<file path="src/core/gsl_map.svh">
// constants for the gateway status indicator block
// Functional notes
// - master sent request: yellow request pulse
// - master good response: green reply pulse
// - master exception or timeout: red reply pulse
// - slave received request: yellow request pulse
// - slave valid normal reply: green reply pulse
// - slave exception, RTU CRC error: red reply
// - TCP connect failure: red reply only
// - traffic pulses; solid while server stopped
// - link indicator follows network connection
// - service message sent: yellow service pulse
// - fieldbus transmit: green transmit pulse
// - fieldbus receive: green receive pulse
// - heartbeat on, brief off every 2.5s
// - error off; fault flashes red code
// - USB connected lights green indicator
// - power-up flashes state and error indicators
// - update strap at power-up selects update mode
`ifndef GSL_MAP_SVH
`define GSL_MAP_SVH
`define GSL_CLK_HZ 50000000
`define GSL_PULSE_MS 50
`define GSL_PULSE_CYC ((`GSL_CLK_HZ / 1000) * `GSL_PULSE_MS)
`define GSL_HB_PERIOD_MS 2500
`define GSL_HB_PERIOD_CYC ((`GSL_CLK_HZ / 1000) * `GSL_HB_PERIOD_MS)
`define GSL_HB_OFF_MS 100
`define GSL_HB_OFF_CYC ((`GSL_CLK_HZ / 1000) * `GSL_HB_OFF_MS)
`define GSL_PWRUP_MS 500
`define GSL_PWRUP_CYC ((`GSL_CLK_HZ / 1000) * `GSL_PWRUP_MS)
`define GSL_ERR_FLASH_MS 250
`define GSL_ERR_FLASH_CYC ((`GSL_CLK_HZ / 1000) * `GSL_ERR_FLASH_MS)
`define GSL_ERR_FLASHES 3
`define GSL_PWRUP_BLINKS 3
`define GSL_ERR_GAP_PHASES 4
`define GSL_STRAP_SAMPLE_CYC 2
`endif

</file>
<file path="src/core/gsl_pkg.sv">
// types for the gateway status indicator block
package gsl_pkg;
    typedef enum logic [1:0] {GSL_OFF, GSL_YELLOW, GSL_GREEN, GSL_RED} gsl_color_t;
    typedef enum logic [2:0] {GSL_S_PWR_RED, GSL_S_PWR_GREEN, GSL_S_BLINK, GSL_S_RUN,
                              GSL_S_UPDATE} gsl_state_t;
endpackage

</file>
<file path="src/core/gsl_indicator.sv">
// gateway status indicator top: transaction events to LED drives
`include "gsl_map.svh"
`timescale 1ns/100ps
`default_nettype none
module gsl_indicator #(
    parameter int unsigned PULSE_CYC = `GSL_PULSE_CYC,
    parameter int unsigned HB_PERIOD_CYC = `GSL_HB_PERIOD_CYC,
    parameter int unsigned HB_OFF_CYC = `GSL_HB_OFF_CYC,
    parameter int unsigned PWRUP_CYC = `GSL_PWRUP_CYC,
    parameter int unsigned ERR_FLASH_CYC = `GSL_ERR_FLASH_CYC
) (
    input wire logic CLK_SYS,
    input wire logic RST_B,
    input wire logic MASTER_REQ_SENT,
    input wire logic MASTER_RSP_GOOD,
    input wire logic MASTER_RSP_EXC,
    input wire logic MASTER_RSP_TIMEOUT,
    input wire logic SLAVE_REQ_RCVD,
    input wire logic SLAVE_RSP_GOOD,
    input wire logic SLAVE_RSP_EXC,
    input wire logic SLAVE_CRC_ERR,
    input wire logic RTU_MODE,
    input wire logic TCP_CONN_FAIL,
    input wire logic ETH_TRAFFIC,
    input wire logic SERVER_RUNNING,
    input wire logic ETH_LINK,
    input wire logic SERVICE_MSG_TX,
    input wire logic FIELDBUS_TX,
    input wire logic FIELDBUS_RX,
    input wire logic HW_FAULT,
    input wire logic USB_CONNECTED,
    input wire logic UPDATE_STRAP,
    output gsl_pkg::gsl_color_t REQUEST_LED,
    output gsl_pkg::gsl_color_t REPLY_LED,
    output logic ETH_TRAFFIC_LED,
    output logic ETH_LINK_LED,
    output logic SERVICE_LED,
    output logic FIELDBUS_TRANSMIT_INDICATOR,
    output logic FIELDBUS_RECEIVE_INDICATOR,
    output logic STATE_LED,
    output logic ERROR_LED,
    output logic USB_LED,
    output logic UPDATE_MODE
);
    import gsl_pkg::*;

    // ****************************************************************
    // reset release and pin synchronisation
    // ****************************************************************
    logic rst_s1_q;
    logic rst_q;
    always_ff @(posedge CLK_SYS or negedge RST_B) begin
        if (!RST_B) begin
            rst_s1_q <= 1'b0;
            rst_q <= 1'b0;
        end else begin
            rst_s1_q <= 1'b1;
            rst_q <= rst_s1_q;
        end
    end

    // the link, server, usb, fault and strap levels come from other chips
    logic [5:0] lvl;
    gsl_sync #(.W(6)) u_sync (
        .clk(CLK_SYS),
        .rst_b(rst_q),
        .d({UPDATE_STRAP, HW_FAULT, USB_CONNECTED, ETH_LINK, SERVER_RUNNING, RTU_MODE}),
        .q(lvl)
    );
    logic strap_s;
    logic fault_s;
    logic usb_s;
    logic link_s;
    logic server_s;
    logic rtu_s;
    assign {strap_s, fault_s, usb_s, link_s, server_s, rtu_s} = lvl;

    // ****************************************************************
    // event decode and pulse stretching
    // ****************************************************************
    // strobes come from engines on this clock, so they skip the synchroniser
    logic ev_req;
    logic ev_good;
    logic ev_bad;
    assign ev_req = MASTER_REQ_SENT | SLAVE_REQ_RCVD;
    assign ev_good = MASTER_RSP_GOOD | SLAVE_RSP_GOOD;
    // crc errors only count on the serial line; connect failures never touch request
    assign ev_bad = MASTER_RSP_EXC | MASTER_RSP_TIMEOUT
                  | SLAVE_RSP_EXC | (SLAVE_CRC_ERR & rtu_s)
                  | TCP_CONN_FAIL;

    logic [6:0] trig;
    logic [6:0] lit;
    assign trig = {ev_req, ev_good, ev_bad, ETH_TRAFFIC, SERVICE_MSG_TX, FIELDBUS_TX,
                   FIELDBUS_RX};
    // the show colours override the request and reply pulses during power-up, yet the counters keep running
    genvar gi;
    generate
        for (gi = 0; gi < 7; gi++) begin : g_str
            gsl_stretch #(.CYCLES(PULSE_CYC)) u_str (
                .clk(CLK_SYS),
                .rst_b(rst_q),
                .trig(trig[gi]),
                .lit(lit[gi])
            );
        end
    endgenerate
    logic req_lit;
    logic good_lit;
    logic bad_lit;
    logic traf_lit;
    logic svc_lit;
    logic tx_lit;
    logic rx_lit;
    assign {req_lit, good_lit, bad_lit, traf_lit, svc_lit, tx_lit, rx_lit} = lit;

    // ****************************************************************
    // system sequencing: power-up show, heartbeat, update mode
    // ****************************************************************
    localparam int unsigned CW = $clog2(HB_PERIOD_CYC + PWRUP_CYC + 1);
    gsl_state_t st_q;
    logic [CW-1:0] tmr_q;
    logic [3:0] blink_q;
    logic strap_seen_q;

    // last cycle of a timed phase
    function automatic logic phase_end(input logic [CW-1:0] t, input int unsigned len);
        return t == CW'(len - 1);
    endfunction

    // a failure outranks a success, so a failure in the same interval is never hidden
    function automatic gsl_color_t pick_color(input logic red, input logic green,
                                              input logic yellow);
        if (red) begin
            return GSL_RED;
        end
        if (green) begin
            return GSL_GREEN;
        end
        return yellow ? GSL_YELLOW : GSL_OFF;
    endfunction

    // strap is caught once, the first cycle its synchronised copy is valid
    always_ff @(posedge CLK_SYS or negedge rst_q) begin
        if (!rst_q) begin
            strap_seen_q <= 1'b0;
            UPDATE_MODE <= 1'b0;
        end else if (!strap_seen_q && st_q == GSL_S_PWR_RED
                     && tmr_q == CW'(`GSL_STRAP_SAMPLE_CYC)) begin
            strap_seen_q <= 1'b1;
            UPDATE_MODE <= strap_s;
        end
    end

    always_ff @(posedge CLK_SYS or negedge rst_q) begin
        if (!rst_q) begin
            st_q <= GSL_S_PWR_RED;
            tmr_q <= '0;
            blink_q <= '0;
        end else begin
            tmr_q <= tmr_q + 1'b1;
            case (st_q)
                GSL_S_PWR_RED: begin
                    if (phase_end(tmr_q, PWRUP_CYC)) begin
                        tmr_q <= '0;
                        st_q <= GSL_S_PWR_GREEN;
                    end
                end
                GSL_S_PWR_GREEN: begin
                    if (phase_end(tmr_q, PWRUP_CYC)) begin
                        tmr_q <= '0;
                        st_q <= UPDATE_MODE ? GSL_S_UPDATE : GSL_S_BLINK;
                    end
                end
                GSL_S_BLINK: begin
                    // a few short state flashes before the heartbeat
                    if (phase_end(tmr_q, 2 * HB_OFF_CYC)) begin
                        tmr_q <= '0;
                        blink_q <= blink_q + 1'b1;
                        if (blink_q == 4'(`GSL_PWRUP_BLINKS - 1)) begin
                            st_q <= GSL_S_RUN;
                        end
                    end
                end
                GSL_S_RUN: begin
                    if (phase_end(tmr_q, HB_PERIOD_CYC)) begin
                        tmr_q <= '0;
                    end
                end
                GSL_S_UPDATE: begin
                    tmr_q <= '0;
                end
                default: begin
                    st_q <= GSL_S_PWR_RED;
                    tmr_q <= '0;
                end
            endcase
        end
    end

    // ****************************************************************
    // error code flasher: a burst of flashes then a gap, repeating
    // ****************************************************************
    localparam int unsigned EW = $clog2(ERR_FLASH_CYC + 1);
    logic [EW-1:0] etmr_q;
    logic [3:0] ephase_q;
    always_ff @(posedge CLK_SYS or negedge rst_q) begin
        if (!rst_q) begin
            etmr_q <= '0;
            ephase_q <= '0;
        end else if (!fault_s) begin
            etmr_q <= '0;
            ephase_q <= '0;
        end else if (etmr_q == EW'(ERR_FLASH_CYC - 1)) begin
            etmr_q <= '0;
            // phases 0..2N-1 flash on/off, then the gap phases, all off
            if (ephase_q == 4'(2 * `GSL_ERR_FLASHES + `GSL_ERR_GAP_PHASES - 1)) begin
                ephase_q <= 4'h0;
            end else begin
                ephase_q <= ephase_q + 1'b1;
            end
        end else begin
            etmr_q <= etmr_q + 1'b1;
        end
    end
    logic err_on;
    assign err_on = fault_s && !ephase_q[0] && (ephase_q < 4'(2 * `GSL_ERR_FLASHES));

    // ****************************************************************
    // output registers
    // ****************************************************************
    logic pwr_show;
    assign pwr_show = (st_q == GSL_S_PWR_RED) || (st_q == GSL_S_PWR_GREEN);

    always_ff @(posedge CLK_SYS or negedge rst_q) begin
        if (!rst_q) begin
            REQUEST_LED <= GSL_OFF;
            REPLY_LED <= GSL_OFF;
        end else if (st_q == GSL_S_PWR_RED) begin
            REQUEST_LED <= GSL_YELLOW;
            REPLY_LED <= GSL_RED;
        end else if (st_q == GSL_S_PWR_GREEN) begin
            REQUEST_LED <= GSL_GREEN;
            REPLY_LED <= GSL_GREEN;
        end else begin
            REQUEST_LED <= pick_color(1'b0, 1'b0, req_lit);
            REPLY_LED <= pick_color(bad_lit, good_lit, 1'b0);
        end
    end

    always_ff @(posedge CLK_SYS or negedge rst_q) begin
        if (!rst_q) begin
            ETH_TRAFFIC_LED <= 1'b0;
            ETH_LINK_LED <= 1'b0;
        end else begin
            ETH_TRAFFIC_LED <= !server_s || traf_lit;
            ETH_LINK_LED <= link_s;
        end
    end

    always_ff @(posedge CLK_SYS or negedge rst_q) begin
        if (!rst_q) begin
            SERVICE_LED <= 1'b0;
            FIELDBUS_TRANSMIT_INDICATOR <= 1'b0;
            FIELDBUS_RECEIVE_INDICATOR <= 1'b0;
            USB_LED <= 1'b0;
        end else begin
            SERVICE_LED <= svc_lit || pwr_show;
            FIELDBUS_TRANSMIT_INDICATOR <= tx_lit;
            FIELDBUS_RECEIVE_INDICATOR <= rx_lit;
            USB_LED <= usb_s;
        end
    end

    always_ff @(posedge CLK_SYS or negedge rst_q) begin
        if (!rst_q) begin
            STATE_LED <= 1'b0;
            ERROR_LED <= 1'b0;
        end else begin
            case (st_q)
                GSL_S_PWR_RED: begin
                    STATE_LED <= 1'b0;
                    ERROR_LED <= 1'b1;
                end
                GSL_S_PWR_GREEN: begin
                    STATE_LED <= 1'b1;
                    ERROR_LED <= 1'b0;
                end
                GSL_S_BLINK: begin
                    STATE_LED <= (tmr_q < CW'(HB_OFF_CYC));
                    ERROR_LED <= err_on;
                end
                GSL_S_RUN: begin
                    STATE_LED <= (tmr_q >= CW'(HB_OFF_CYC));
                    ERROR_LED <= err_on;
                end
                default: begin
                    STATE_LED <= 1'b0;
                    ERROR_LED <= err_on;
                end
            endcase
        end
    end
endmodule // gsl_indicator
`default_nettype wire

</file>
<file path="src/core/gsl_stretch.sv">
// pulse stretcher: one event strobe becomes a visible lit interval
`timescale 1ns/100ps
`default_nettype none
module gsl_stretch #(
    parameter int unsigned CYCLES = 2500000
) (
    input wire logic clk,
    input wire logic rst_b,
    input wire logic trig,
    output logic lit
);
    localparam int W = $clog2(CYCLES + 1);
    logic [W-1:0] cnt_q;
    // a new event reloads the count so it is never lost
    always_ff @(posedge clk or negedge rst_b) begin
        if (!rst_b) begin
            cnt_q <= '0;
        end else if (trig) begin
            cnt_q <= W'(CYCLES);
        end else if (cnt_q != '0) begin
            cnt_q <= cnt_q - 1'b1;
        end
    end
    assign lit = (cnt_q != '0);
endmodule // gsl_stretch
`default_nettype wire

</file>
<file path="src/core/gsl_sync.sv">
// two-flop synchroniser for a vector of pin levels
`timescale 1ns/100ps
`default_nettype none
module gsl_sync #(
    parameter int unsigned W = 1
) (
    input wire logic clk,
    input wire logic rst_b,
    input wire logic [W-1:0] d,
    output logic [W-1:0] q
);
    logic [W-1:0] s1_q;
    always_ff @(posedge clk or negedge rst_b) begin
        if (!rst_b) begin
            s1_q <= '0;
            q <= '0;
        end else begin
            s1_q <= d;
            q <= s1_q;
        end
    end
endmodule // gsl_sync
`default_nettype wire

</file>
<file path="config.mk">
export PLATFORM = sky130hd
export DESIGN_NAME = gsl_indicator
export DESIGN_NICKNAME = d
export VERILOG_FILES = /design/src/core/gsl_pkg.sv /design/src/core/gsl_indicator.sv /design/src/core/gsl_stretch.sv /design/src/core/gsl_sync.sv
export VERILOG_INCLUDE_DIRS = /design/src /design/src/core
export SDC_FILE = /design/constraint.sdc
export NUM_CORES = 1
export LEC_CHECK = 0
export BUFFER_PORTS_ARGS = -buffer_cell sky130_fd_sc_hd__buf_2
export CAP_MARGIN = 15
export CORE_ASPECT_RATIO = 1.4
export CORE_MARGIN = 1
export CORE_UTILIZATION = 50
export DETAILED_ROUTE_END_ITERATION = 6
export GPL_ROUTABILITY_DRIVEN = 0
export HOLD_SLACK_MARGIN = 0.08
export PLACE_DENSITY_LB_ADDON = 0.12
export SLEW_MARGIN = 30
export SYNTH_ARGS = -nofsm -noshare
export SYNTH_HDL_FRONTEND = slang
export SYNTH_SLANG_ARGS = --single-unit
</file>
<file path="constraint.sdc">
create_clock -name CLK_SYS -period 8.5 [get_ports CLK_SYS]
set_input_delay 1.7 -clock CLK_SYS [delete_from_list [all_inputs] [get_ports CLK_SYS]]
set_output_delay 1.7 -clock CLK_SYS [all_outputs]
set_load 0.005 [all_outputs]
</file>
==> summary.md, run 1 <==
| Metric | Value |
|---|---|
| Row count | `68` |
| Place WS | `5.355 ns` |
| Register area | `0.006135 mm2` |
| Multi-input logic area | `0.006065 mm2` |
| Setup violators final | `0` |
| Post-CTS Setup Inserts | `0` |
| Synth-to-layout area growth | `11.57%` |
| Most common cell after layout, fill and taps aside | `dfrtp_1` |
| Synth area leaders | `dfrtp_1 (49%), nor2_1 (5.8%), xnor2_1 (4.8%)` |
| Die H | `189.0 um` |
| Mapped cell area | `0.01249 mm2` |
| Endpoints failing hold | `0` |
| Tot Pwr | `2.706 mW` |
| Pin count of the biggest net entering global routing | `82` |
| CP max FO | `17` |
| Final worst slack | `5.629 ns` |
| Nets | `1354` |
| Leak | `5.387 nW` |
| Share of layout cells above drive strength 1 | `0.09363` |
| First-pass GRT wire length | `43.04 mm` |
| Worst slew margin | `0.4668` |
| Pwr dens | `194.1 mW/mm2` |
| Critical Path AT | `3.27 ns` |
| Initial DRC count | `412` |
| Min Tclk post-route | `2.871 ns` |
| Setup TNS | `0 ns` |
| Post-synth top area share | `0.4907` |
| CP required | `8.90 ns` |
| Die W | `135.6 um` |
| Synthesized Nets | `1331` |
| Final Slew Violations | `0` |
| Primary FF master, synth | `dfrtp_1` |
| Initial antenna violation count | `0` |
| Total track usage | `0.2010` |
| CTS buffer count | `26` |
| Clk Latency, worst-skew pair | `0.52 ns` |
| Hold-fix buffers, CTS | `0` |
| Post-synth EDFFs | `0` |
| Synth area leader | `dfrtp_1` |
| Post-Syn Instances | `1295` |
| Input/output buffers | `33` |
| Post-route design area | `0.01394 mm2` |
| Final worst-path cycle share | `0.3378` |
| Setup crit end kind | `flop` |
| Dpl cell area | `0.01294 mm2` |
| Type of the worst min-delay path | `reg2async` |
| Final Routed Wirelength | `24.75 mm` |
| Final antenna-violating net count | `0` |
| Highest Clock Rate | `348.3 MHz` |
| Via density | `5.665` |
| DRT Pass-1 Iters | `4` |
| Total of max-cap violations | `0` |
| CTS resizes | `0` |
| Critical Path Start Type | `flop` |
| I/O pin count | `34` |
| Max IR drop VDD | `0.0001797 V` |
| # diodes | `0` |
| Placeable Area | `0.02459 mm2` |
| Synth unique cells | `77` |
| Fillcell total | `2176` |
| Ys Warns | `0` |
| FF+latch count, synth | `245` |
| Root buffer cell | `clkbuf_16` |
| Outcome | `completed` |
| Synth async-reset ratio | `1.000` |
| Initial Utilization | `0.5081` |
| Clk slew on worst S/H paths | `0.06 ns` |
| GR Overflow Total | `0` |
| Die area | `0.02563 mm2` |
| DRC viols | `0` |
| Worst clock skew | `0.01165 ns` |
| CP Class | `reg2reg` |
| Most frequent cells in the layout | `dfrtp_1 (244), nor2_1 (194), nand2_1 (77)` |
| Actual slew at the worst max-slew pin | `0.7937 ns` |
| CTS tree | `built` |
| Seq/Total Area, Yosys | `0.4907` |
| Vias | `9348` |
| Max clock buf depth | `3` |
| Vias in the first global route | `9248` |
| Routed len/inst | `15.00 um` |
| Detailed placement HPWL | `16.56 mm` |
| Synth Area per Inst | `9.647 um2` |
| Clk sinks | `245` |
| Unrepaired setup endpoints after global routing | `false` |
| H-tree depth | `1` |
final timing paths:
check                                        start  cells past startpoint                       end  slack [ns]
min in group CLK_SYS                u_sync.s1_q[2]                      0               u_sync.q[2]        0.35
max reg2reg                g_str[5].u_str.cnt_q[0]                      7  g_str[5].u_str.cnt_q[20]        5.63
max                        g_str[5].u_str.cnt_q[0]                      7  g_str[5].u_str.cnt_q[20]        5.63
max in group asynchronous                    rst_q                      3           ETH_TRAFFIC_LED        6.41
min reg2reg                                  rst_q                      0  g_str[0].u_str.cnt_q[21]        0.31
min                                          rst_q                      0  g_str[0].u_str.cnt_q[21]        0.31
report_power, final:
part / switching (mW) / leakage (nW) / internal, mW / total [mW]
clock: 0.461 / 0.483 / 0.835 / 1.30
sequential: 0.0394 / 3.01 / 1.20 / 1.24
combinational: 0.102 / 1.89 / 0.0687 / 0.171
Yosys cell counts, types with 31 or more instances:
master	count
a21oi_1	48
o21ai_0	49
clkbuf_1	35
dfrtp_1	245
xnor2_1	69
nand4_1	31
nor2_1	194
nor3_1	45
nand2_1	77
nor4_1	53
xor2_1	65
nand3_1	50
inv_1	34
sequential cells by signal (all words and copies together) (netlist names):
name,count
ERROR_LED,1
ETH_LINK_LED,1
ETH_TRAFFIC_LED,1
FIELDBUS_RECEIVE_INDICATOR,1
FIELDBUS_TRANSMIT_INDICATOR,1
REPLY_LED,2
REQUEST_LED,2
SERVICE_LED,1
STATE_LED,1
UPDATE_MODE,1
USB_LED,1
blink_q,4
ephase_q,4
etmr_q,24
g_str.u_str.cnt_q,154
rst_q,1
rst_s1_q,1
st_q,3
strap_seen_q,1
tmr_q,28
u_sync.q,6
u_sync.s1_q,6
metal layers:
layer,track usage,share of wire
met1,0.2593,0.45
met2,0.3522,0.50
met3,0.02865,0.030
met4,0.04710,0.015
met5,0,0
worst max-delay path, stage by stage (launching register included):
cell and delay, ns:
dfrtp_1 0.40, inv_1 0.10, ha_1 0.19, nor4b_1 0.65
nand3_1 0.63, nor4b_1 0.50, mux2i_1 0.23, nor2_1 0.05
metrics by stage:
stage	util	hold slack, ns	std cells
6_report	0.5669	0.3122	1650
5_1_grt	0.5669	0.3513	1650
4_1_cts	0.5662	0.3436	1650
3_5_place_dp	0.5263	0.3347	1605
3_3_place_gp	0.5242	0.3317	1602
2_1_floorplan	-	0.3312	1295
final cells by class:
class | count | area share
multi-input combinational | 971 | 0.4351
inverter | 35 | 0.009425
clock buffer | 32 | 0.05126
timing repair buffer | 39 | 0.01679
clock inverter | 13 | 0.01903
sequential | 245 | 0.4401
tap | 315 | 0.02828
kinds of logic after synthesis:
family / after synthesis / share of synthesized area
mux: 15 / 0.01242
xor+xnor: 134 / 0.09394
fa+ha+maj: 15 / 0.01502
flops: 245 / 0.4907
other cells: 1 / 0.0003002
compound gates: 169 / 0.08513
simple gates: 637 / 0.2767
buf+inv: 79 / 0.02574
No activity file was read; power rests on OpenSTA's default activity.
==> run 2: changes to the inputs <==
- clock period: 8.5 -> 2.6 ns (I/O delays scaled with it)
==> summary.md, run 2 (synthesis results as in run 1) <==
| Metric | Value |
|---|---|
| Outcome | `completed (unchanged)` |
| Comb pwr share | `0.069 (was 0.063)` |
| Share of layout cells above drive strength 1 | `0.1184 (was 0.09363)` |
| Die W | `135.6 um (unchanged)` |
| P_int | `6.670 mW (was 2.104 mW)` |
| Switching power | `1.997 mW (was 0.6024 mW)` |
| Detailed placement HPWL | `17.09 mm (was 16.56 mm)` |
| CTS buffer count | `27 (was 26)` |
| Final Slew Violations | `0 (unchanged)` |
| CP max FO | `7 (was 17)` |
| Final Routed Wirelength | `25.25 mm (was 24.75 mm)` |
| CTS tree | `built (unchanged)` |
| Final worst-path cycle share | `0.8816 (was 0.3378)` |
| Max IR drop VDD | `0.0005398 V (was 0.0001797 V)` |
| Setup crit end kind | `flop (unchanged)` |
| Most frequent cells in the layout | `dfrtp_1 (244), nor2_1 (194), nand2_1 (77) (unchanged)` |
| Grt met2 use | `0.3589 (was 0.3522)` |
| Initial antenna violation count | `0 (unchanged)` |
| Most common cell after layout, fill and taps aside | `dfrtp_1 (unchanged)` |
| Switching part of the total | `0.2304 (was 0.2226)` |
| Critical Path Start Type | `flop (unchanged)` |
| Final Hold Slack | `0.2802 ns (was 0.3122 ns)` |
| Max clock buf depth | `3 (unchanged)` |
| Routed len/inst | `14.85 um (was 15.00 um)` |
| CP Class | `reg2reg (unchanged)` |
| Initial DRC count | `494 (was 412)` |
| Pin count of the biggest net entering global routing | `51 (was 82)` |
| Tot Pwr | `8.667 mW (was 2.706 mW)` |
| GR Util met3 | `0.02731 (was 0.02865)` |
| Critical Path AT | `2.71 ns (was 3.27 ns)` |
| Setup violators final | `0 (unchanged)` |
| Vias | `9516 (was 9348)` |
| M1 GR Usage | `0.2745 (was 0.2593)` |
| I/O pin count | `34 (unchanged)` |
| Most used routing layer | `met2 (unchanged)` |
| Pwr dens | `607.8 mW/mm2 (was 194.1 mW/mm2)` |
| Initial Utilization | `0.5081 (unchanged)` |
| Row count | `68 (unchanged)` |
| Total of max-cap violations | `0 (unchanged)` |
| Actual slew at the worst max-slew pin | `0.6832 ns (was 0.7937 ns)` |
| Min Tclk post-route | `2.292 ns (was 2.871 ns)` |
| Die H | `189.0 um (unchanged)` |
| R2r startpoint | `g_str[2].u_str.cnt_q[0] (was g_str[5].u_str.cnt_q[0])` |
| Synth-to-layout area growth | `14.13% (was 11.57%)` |
| Placeable Area | `0.02459 mm2 (unchanged)` |
| Nets | `1402 (was 1354)` |
| First-pass GRT wire length | `44.63 mm (was 43.04 mm)` |
| Worst Reg2Reg Path Length in Cells | `7 (unchanged)` |
| Die area | `0.02563 mm2 (unchanged)` |
| Endpoints failing hold | `0 (unchanged)` |
| Most flops, register | `g_str.u_str.cnt_q (unchanged)` |
| Vias in the first global route | `9405 (was 9248)` |
| Unrepaired setup endpoints after global routing | `false (unchanged)` |
| Via density | `5.598 (was 5.665)` |
| Total track usage | `0.2093 (was 0.2010)` |
| Worst slew margin | `0.5428 (was 0.4668)` |
| Worst reg2reg setup slack | `0.31 ns (was 5.63 ns)` |
| Reg2reg end | `g_str[2].u_str.cnt_q[10] (was g_str[5].u_str.cnt_q[20])` |
| Worst clock skew | `0.01091 ns (was 0.01165 ns)` |
| H-tree depth | `1 (unchanged)` |
| Final antenna-violating net count | `0 (unchanged)` |
| Sequential power share | `0.468 (was 0.458)` |
| CP Capture Point | `g_str[2].u_str.cnt_q[10] (was g_str[5].u_str.cnt_q[20])` |
| Setup TNS | `0 ns (unchanged)` |
| Leak | `5.588 nW (was 5.387 nW)` |
| # diodes | `0 (unchanged)` |
| CP required | `3.02 ns (was 8.90 ns)` |
| Root buffer cell | `clkbuf_16 (unchanged)` |
| Input/output buffers | `33 (unchanged)` |
| Clk sinks | `245 (unchanged)` |
| Post-CTS Setup Inserts | `0 (unchanged)` |
| DRC viols | `0 (unchanged)` |
| GR Overflow Total | `0 (unchanged)` |
| Setup crit start | `g_str[2].u_str.cnt_q[0] (was g_str[5].u_str.cnt_q[0])` |
| Max reg flops | `154 (unchanged)` |
| Clk Latency, worst-skew pair | `0.53 ns (was 0.52 ns)` |
| Clk slew on worst S/H paths | `0.06 ns (about the same)` |
| DRT Pass-1 Iters | `5 (was 4)` |
| Top Registers | `g_str.u_str.cnt_q: 154 flops, tmr_q: 28 flops, etmr_q: 24 flops (unchanged)` |
| Clk pwr share | `0.463 (was 0.479)` |
| Type of the worst min-delay path | `in2reg (was reg2async)` |
| Highest Clock Rate | `436.3 MHz (was 348.3 MHz)` |
## run 2: cell types whose count changed in the layout (fill, tap and decap cells not counted), sizes merged
cell and change:
clkinvlp +1, clkbuf +4, clkinv +1, bufinv -3, dlygate4sd3 +7, buf +40
## run 2: worst min-delay path by stage
| stage | startpoint | to | slack (ns) | depth (start not counted) |
|---|---|---|---|---|
| final | MASTER_REQ_SENT | g_str[6].u_str.cnt_q[5] | 0.28 | 3 |
| after global routing | RST_B | rst_q | 0.29 | 2 |
| after CTS | RST_B | rst_q | 0.27 | 2 |
| after detailed placement | RST_B | rst_s1_q | 0.31 | 1 |
| after global placement | RST_B | rst_s1_q | 0.31 | 1 |
| after floorplan | RST_B | rst_s1_q | 0.22 | 0 |
## run 2: power groups by stage
stage / logic, mW / registers (mW) / clock network [mW]
after global routing: 0.693 / 4.07 / 4.27
after CTS: 0.616 / 4.06 / 4.15
after floorplan: 0.400 / 4.14 / 0
after global placement: 0.597 / 4.12 / 0
after detailed placement: 0.606 / 4.12 / 0
final: 0.601 / 4.06 / 4.01
## run 2: per-layer routing
metal	wire length, um	share of wire	vias to the layer above
met1	11430	0.45	4594
met4	489	0.019	0
met2	12520	0.50	125
li1	-	-	4753
met5	0	0	-
met3	806	0.032	44
## run 2: timing repair
action	CTS	global route
hold buffers	7	0
gates resized for setup	0	0
endpoints found under the hold margin	8	0
## run 2: worst max-delay path: stages, from the launching register on
cell and delay [ns]:
dfrtp_1 0.38, inv_1 0.09, ha_1 0.17, or4b_1 0.51, or2_0 0.38, a2111oi_2 0.41
xnor2_1 0.16, nand2b_1 0.06
## run 2: area by class of cell
class,instances,area (um2)
inverters,35,131.4
clock buffers,36,739.5
repair buffers,86,630.6
flip-flops and latches,245,6135
multi-input cells,971,6041
fillers,2181,10330
well taps,315,394.1
clock inverters,12,187.7
## run 2: per-stage QoR
stage	std cells	worst slack [ns]	area (um2)	utilization
2_1_floorplan	1295	0.1339	12500	-
3_3_place_gp	1645	0.3408	13260	0.5393
3_5_place_dp	1645	0.3017	13260	0.5393
4_1_cts	1700	0.3005	14260	0.5799
5_1_grt	1700	0.1513	14260	0.5799
6_report	1700	0.3078	14260	0.5799
==> run 3: changes to the inputs <==
- PLACE_DENSITY: not set -> 0.69
- PLACE_DENSITY_LB_ADDON: 0.12 -> not set
==> summary.md, run 3 (synthesis results as in run 1) <==
| Metric | Value |
|---|---|
| Outcome | `completed (unchanged)` |
| Pin count of the biggest net entering global routing | `74 (was 51)` |
| Vias | `9540 (was 9516)` |
| DRT Pass-1 Iters | `5 (unchanged)` |
| CTS tree | `built (unchanged)` |
| Root buffer cell | `clkbuf_16 (unchanged)` |
| Critical Path Start Type | `flop (unchanged)` |
| Clk Latency, worst-skew pair | `0.53 ns (about the same)` |
| Initial DRC count | `474 (was 494)` |
| CP required | `3.03 ns (was 3.02 ns)` |
| Tot Pwr | `8.501 mW (was 8.667 mW)` |
| Initial Utilization | `0.5081 (unchanged)` |
| Input/output buffers | `33 (unchanged)` |
| Most common cell after layout, fill and taps aside | `dfrtp_1 (unchanged)` |
| Final worst-path cycle share | `0.9393 (was 0.8816)` |
| # diodes | `0 (unchanged)` |
| Routed len/inst | `14.67 um (was 14.85 um)` |
| Pwr dens | `601.7 mW/mm2 (was 607.8 mW/mm2)` |
| Via density | `5.652 (was 5.598)` |
| Clk sinks | `245 (unchanged)` |
| Setup crit end kind | `flop (unchanged)` |
| H-tree depth | `1 (unchanged)` |
| Type of the worst min-delay path | `in2reg (unchanged)` |
| Die H | `189.0 um (unchanged)` |
| Worst slew margin | `0.4976 (was 0.5428)` |
| Detailed placement HPWL | `16.79 mm (was 17.09 mm)` |
| Worst reg2reg setup slack | `0.16 ns (was 0.31 ns)` |
| Total track usage | `0.2040 (was 0.2093)` |
| CTS buffer count | `26 (was 27)` |
| Nets | `1389 (was 1402)` |
| DRC viols | `0 (unchanged)` |
| Final antenna-violating net count | `0 (unchanged)` |
| Die W | `135.6 um (unchanged)` |
| Worst hold start | `HW_FAULT (was MASTER_REQ_SENT)` |
| Most flops, register | `g_str.u_str.cnt_q (unchanged)` |
| Max IR drop VDD | `0.0005458 V (was 0.0005398 V)` |
| Clk slew on worst S/H paths | `0.06 ns (about the same)` |
| Row count | `68 (unchanged)` |
| First-pass GRT wire length | `43.93 mm (was 44.63 mm)` |
| Vias in the first global route | `9737 (was 9405)` |
| Die area | `0.02563 mm2 (unchanged)` |
| Synth-to-layout area growth | `13.10% (was 14.13%)` |
| Setup TNS | `0 ns (unchanged)` |
| Share of layout cells above drive strength 1 | `0.1114 (was 0.1184)` |
| Place WS | `0.1690 ns (was 0.3017 ns)` |
| Reg2reg end | `g_str[3].u_str.cnt_q[8] (was g_str[2].u_str.cnt_q[10])` |
| Most frequent cells in the layout | `dfrtp_1 (244), nor2_1 (194), nand2_1 (77) (unchanged)` |
| Endpoints failing hold | `0 (unchanged)` |
| Top Registers | `g_str.u_str.cnt_q: 154 flops, tmr_q: 28 flops, etmr_q: 24 flops (unchanged)` |
| Highest Clock Rate | `409.5 MHz (was 436.3 MHz)` |
| Final Routed Wirelength | `24.76 mm (was 25.25 mm)` |
| DP Cell Count | `1635 (was 1645)` |
| CP Class | `reg2reg (unchanged)` |
| Unrepaired setup endpoints after global routing | `false (unchanged)` |
| Post-CTS Setup Inserts | `0 (unchanged)` |
| Worst Reg2Reg Path Length in Cells | `8 (was 7)` |
| Leak | `5.510 nW (was 5.588 nW)` |
| Final worst slack | `0.1579 ns (was 0.3078 ns)` |
| Final Slew Violations | `0 (unchanged)` |
| CP max FO | `7 (unchanged)` |
| Worst clock skew | `0.01080 ns (was 0.01091 ns)` |
| Actual slew at the worst max-slew pin | `0.7479 ns (was 0.6832 ns)` |
| GR Overflow Total | `0 (unchanged)` |
| CTS resizes | `0 (unchanged)` |
| Non-filler instance count after layout | `1688 (was 1700)` |
| Hold-fix buffers, CTS | `5 (was 7)` |
| Total of max-cap violations | `0 (unchanged)` |
| Initial antenna violation count | `0 (unchanged)` |
| WHS Path Cells | `1 (was 3)` |
| Critical Path AT | `2.87 ns (was 2.71 ns)` |
| I/O pin count | `34 (unchanged)` |
| R2r startpoint | `g_str[3].u_str.cnt_q[0] (was g_str[2].u_str.cnt_q[0])` |
| Hold Path Sink | `u_sync.s1_q[4] (was g_str[6].u_str.cnt_q[5])` |
| Min Tclk post-route | `2.442 ns (was 2.292 ns)` |
| Setup violators final | `0 (unchanged)` |
| Max clock buf depth | `3 (unchanged)` |
| Placeable Area | `0.02459 mm2 (unchanged)` |
| Max reg flops | `154 (unchanged)` |
## run 3: cell types whose count changed in the layout (fill, tap and decap cells not counted)
cell           delta
buf_4            -10
clkbuf_16         -1
dlygate4sd3_1     -2
clkbuf_1          +1
inv_6             +1
bufinv_16         -1
clkinvlp_4        -1
clkinv_8          +1
## run 3: final cells by class
type,count,area [um2]
fill,2164,10460
sequential,245,6135
multi-input combinational,971,6041
clock buffer,36,718.2
timing repair buffer,74,535.5
tap,315,394.1
clock inverter,12,175.2
inverter,35,131.4
## run 3: through the flow
step | util | area, um2 | hold slack, ns
floorplan | - | 12500 | 0.2244
global placement | 0.5363 | 13190 | 0.3064
detailed placement | 0.5363 | 13190 | 0.3096
CTS | 0.5746 | 14130 | 0.08793
global route | 0.5746 | 14130 | 0.09193
finish | 0.5746 | 14130 | 0.1104
## run 3: critical path, cell delays in order, from the launching register on
cell,delay [ns]
dfrtp_1,0.41
inv_1,0.07
ha_1,0.15
or3b_1,0.42
nor4b_2,0.52
buf_4,0.25
a21boi_1,0.12
a31o_2,0.26
a21o_1,0.15
## run 3: worst max path at each step
| stage | slack, ns | endpoint | from | cells after the start |
|---|---|---|---|---|
| floorplan | 0.13 | ERROR_LED | rst_q | 0 |
| global placement | 0.24 | g_str[3].u_str.cnt_q[8] | g_str[3].u_str.cnt_q[0] | 8 |
| detailed placement | 0.17 | g_str[3].u_str.cnt_q[8] | g_str[3].u_str.cnt_q[0] | 8 |
| CTS | 0.16 | g_str[3].u_str.cnt_q[8] | g_str[3].u_str.cnt_q[0] | 8 |
| global route | 0.01 | g_str[3].u_str.cnt_q[8] | g_str[3].u_str.cnt_q[0] | 8 |
| finish | 0.16 | g_str[3].u_str.cnt_q[8] | g_str[3].u_str.cnt_q[0] | 8 |
## run 3: layer usage
metal | global-route usage | up-vias | share of wire
met5 | 0 | - | 0
met2 | 0.3707 | 103 | 0.52
met1 | 0.2477 | 4668 | 0.44
met4 | 0.05834 | 0 | 0.018
met3 | 0.02811 | 37 | 0.029
li1 | - | 4732 | -
## run 3: power breakdown
part	switching (mW)	internal [mW]
registers	0.131	3.92
clock network	1.52	2.33
logic	0.342	0.255
total	1.99	6.51
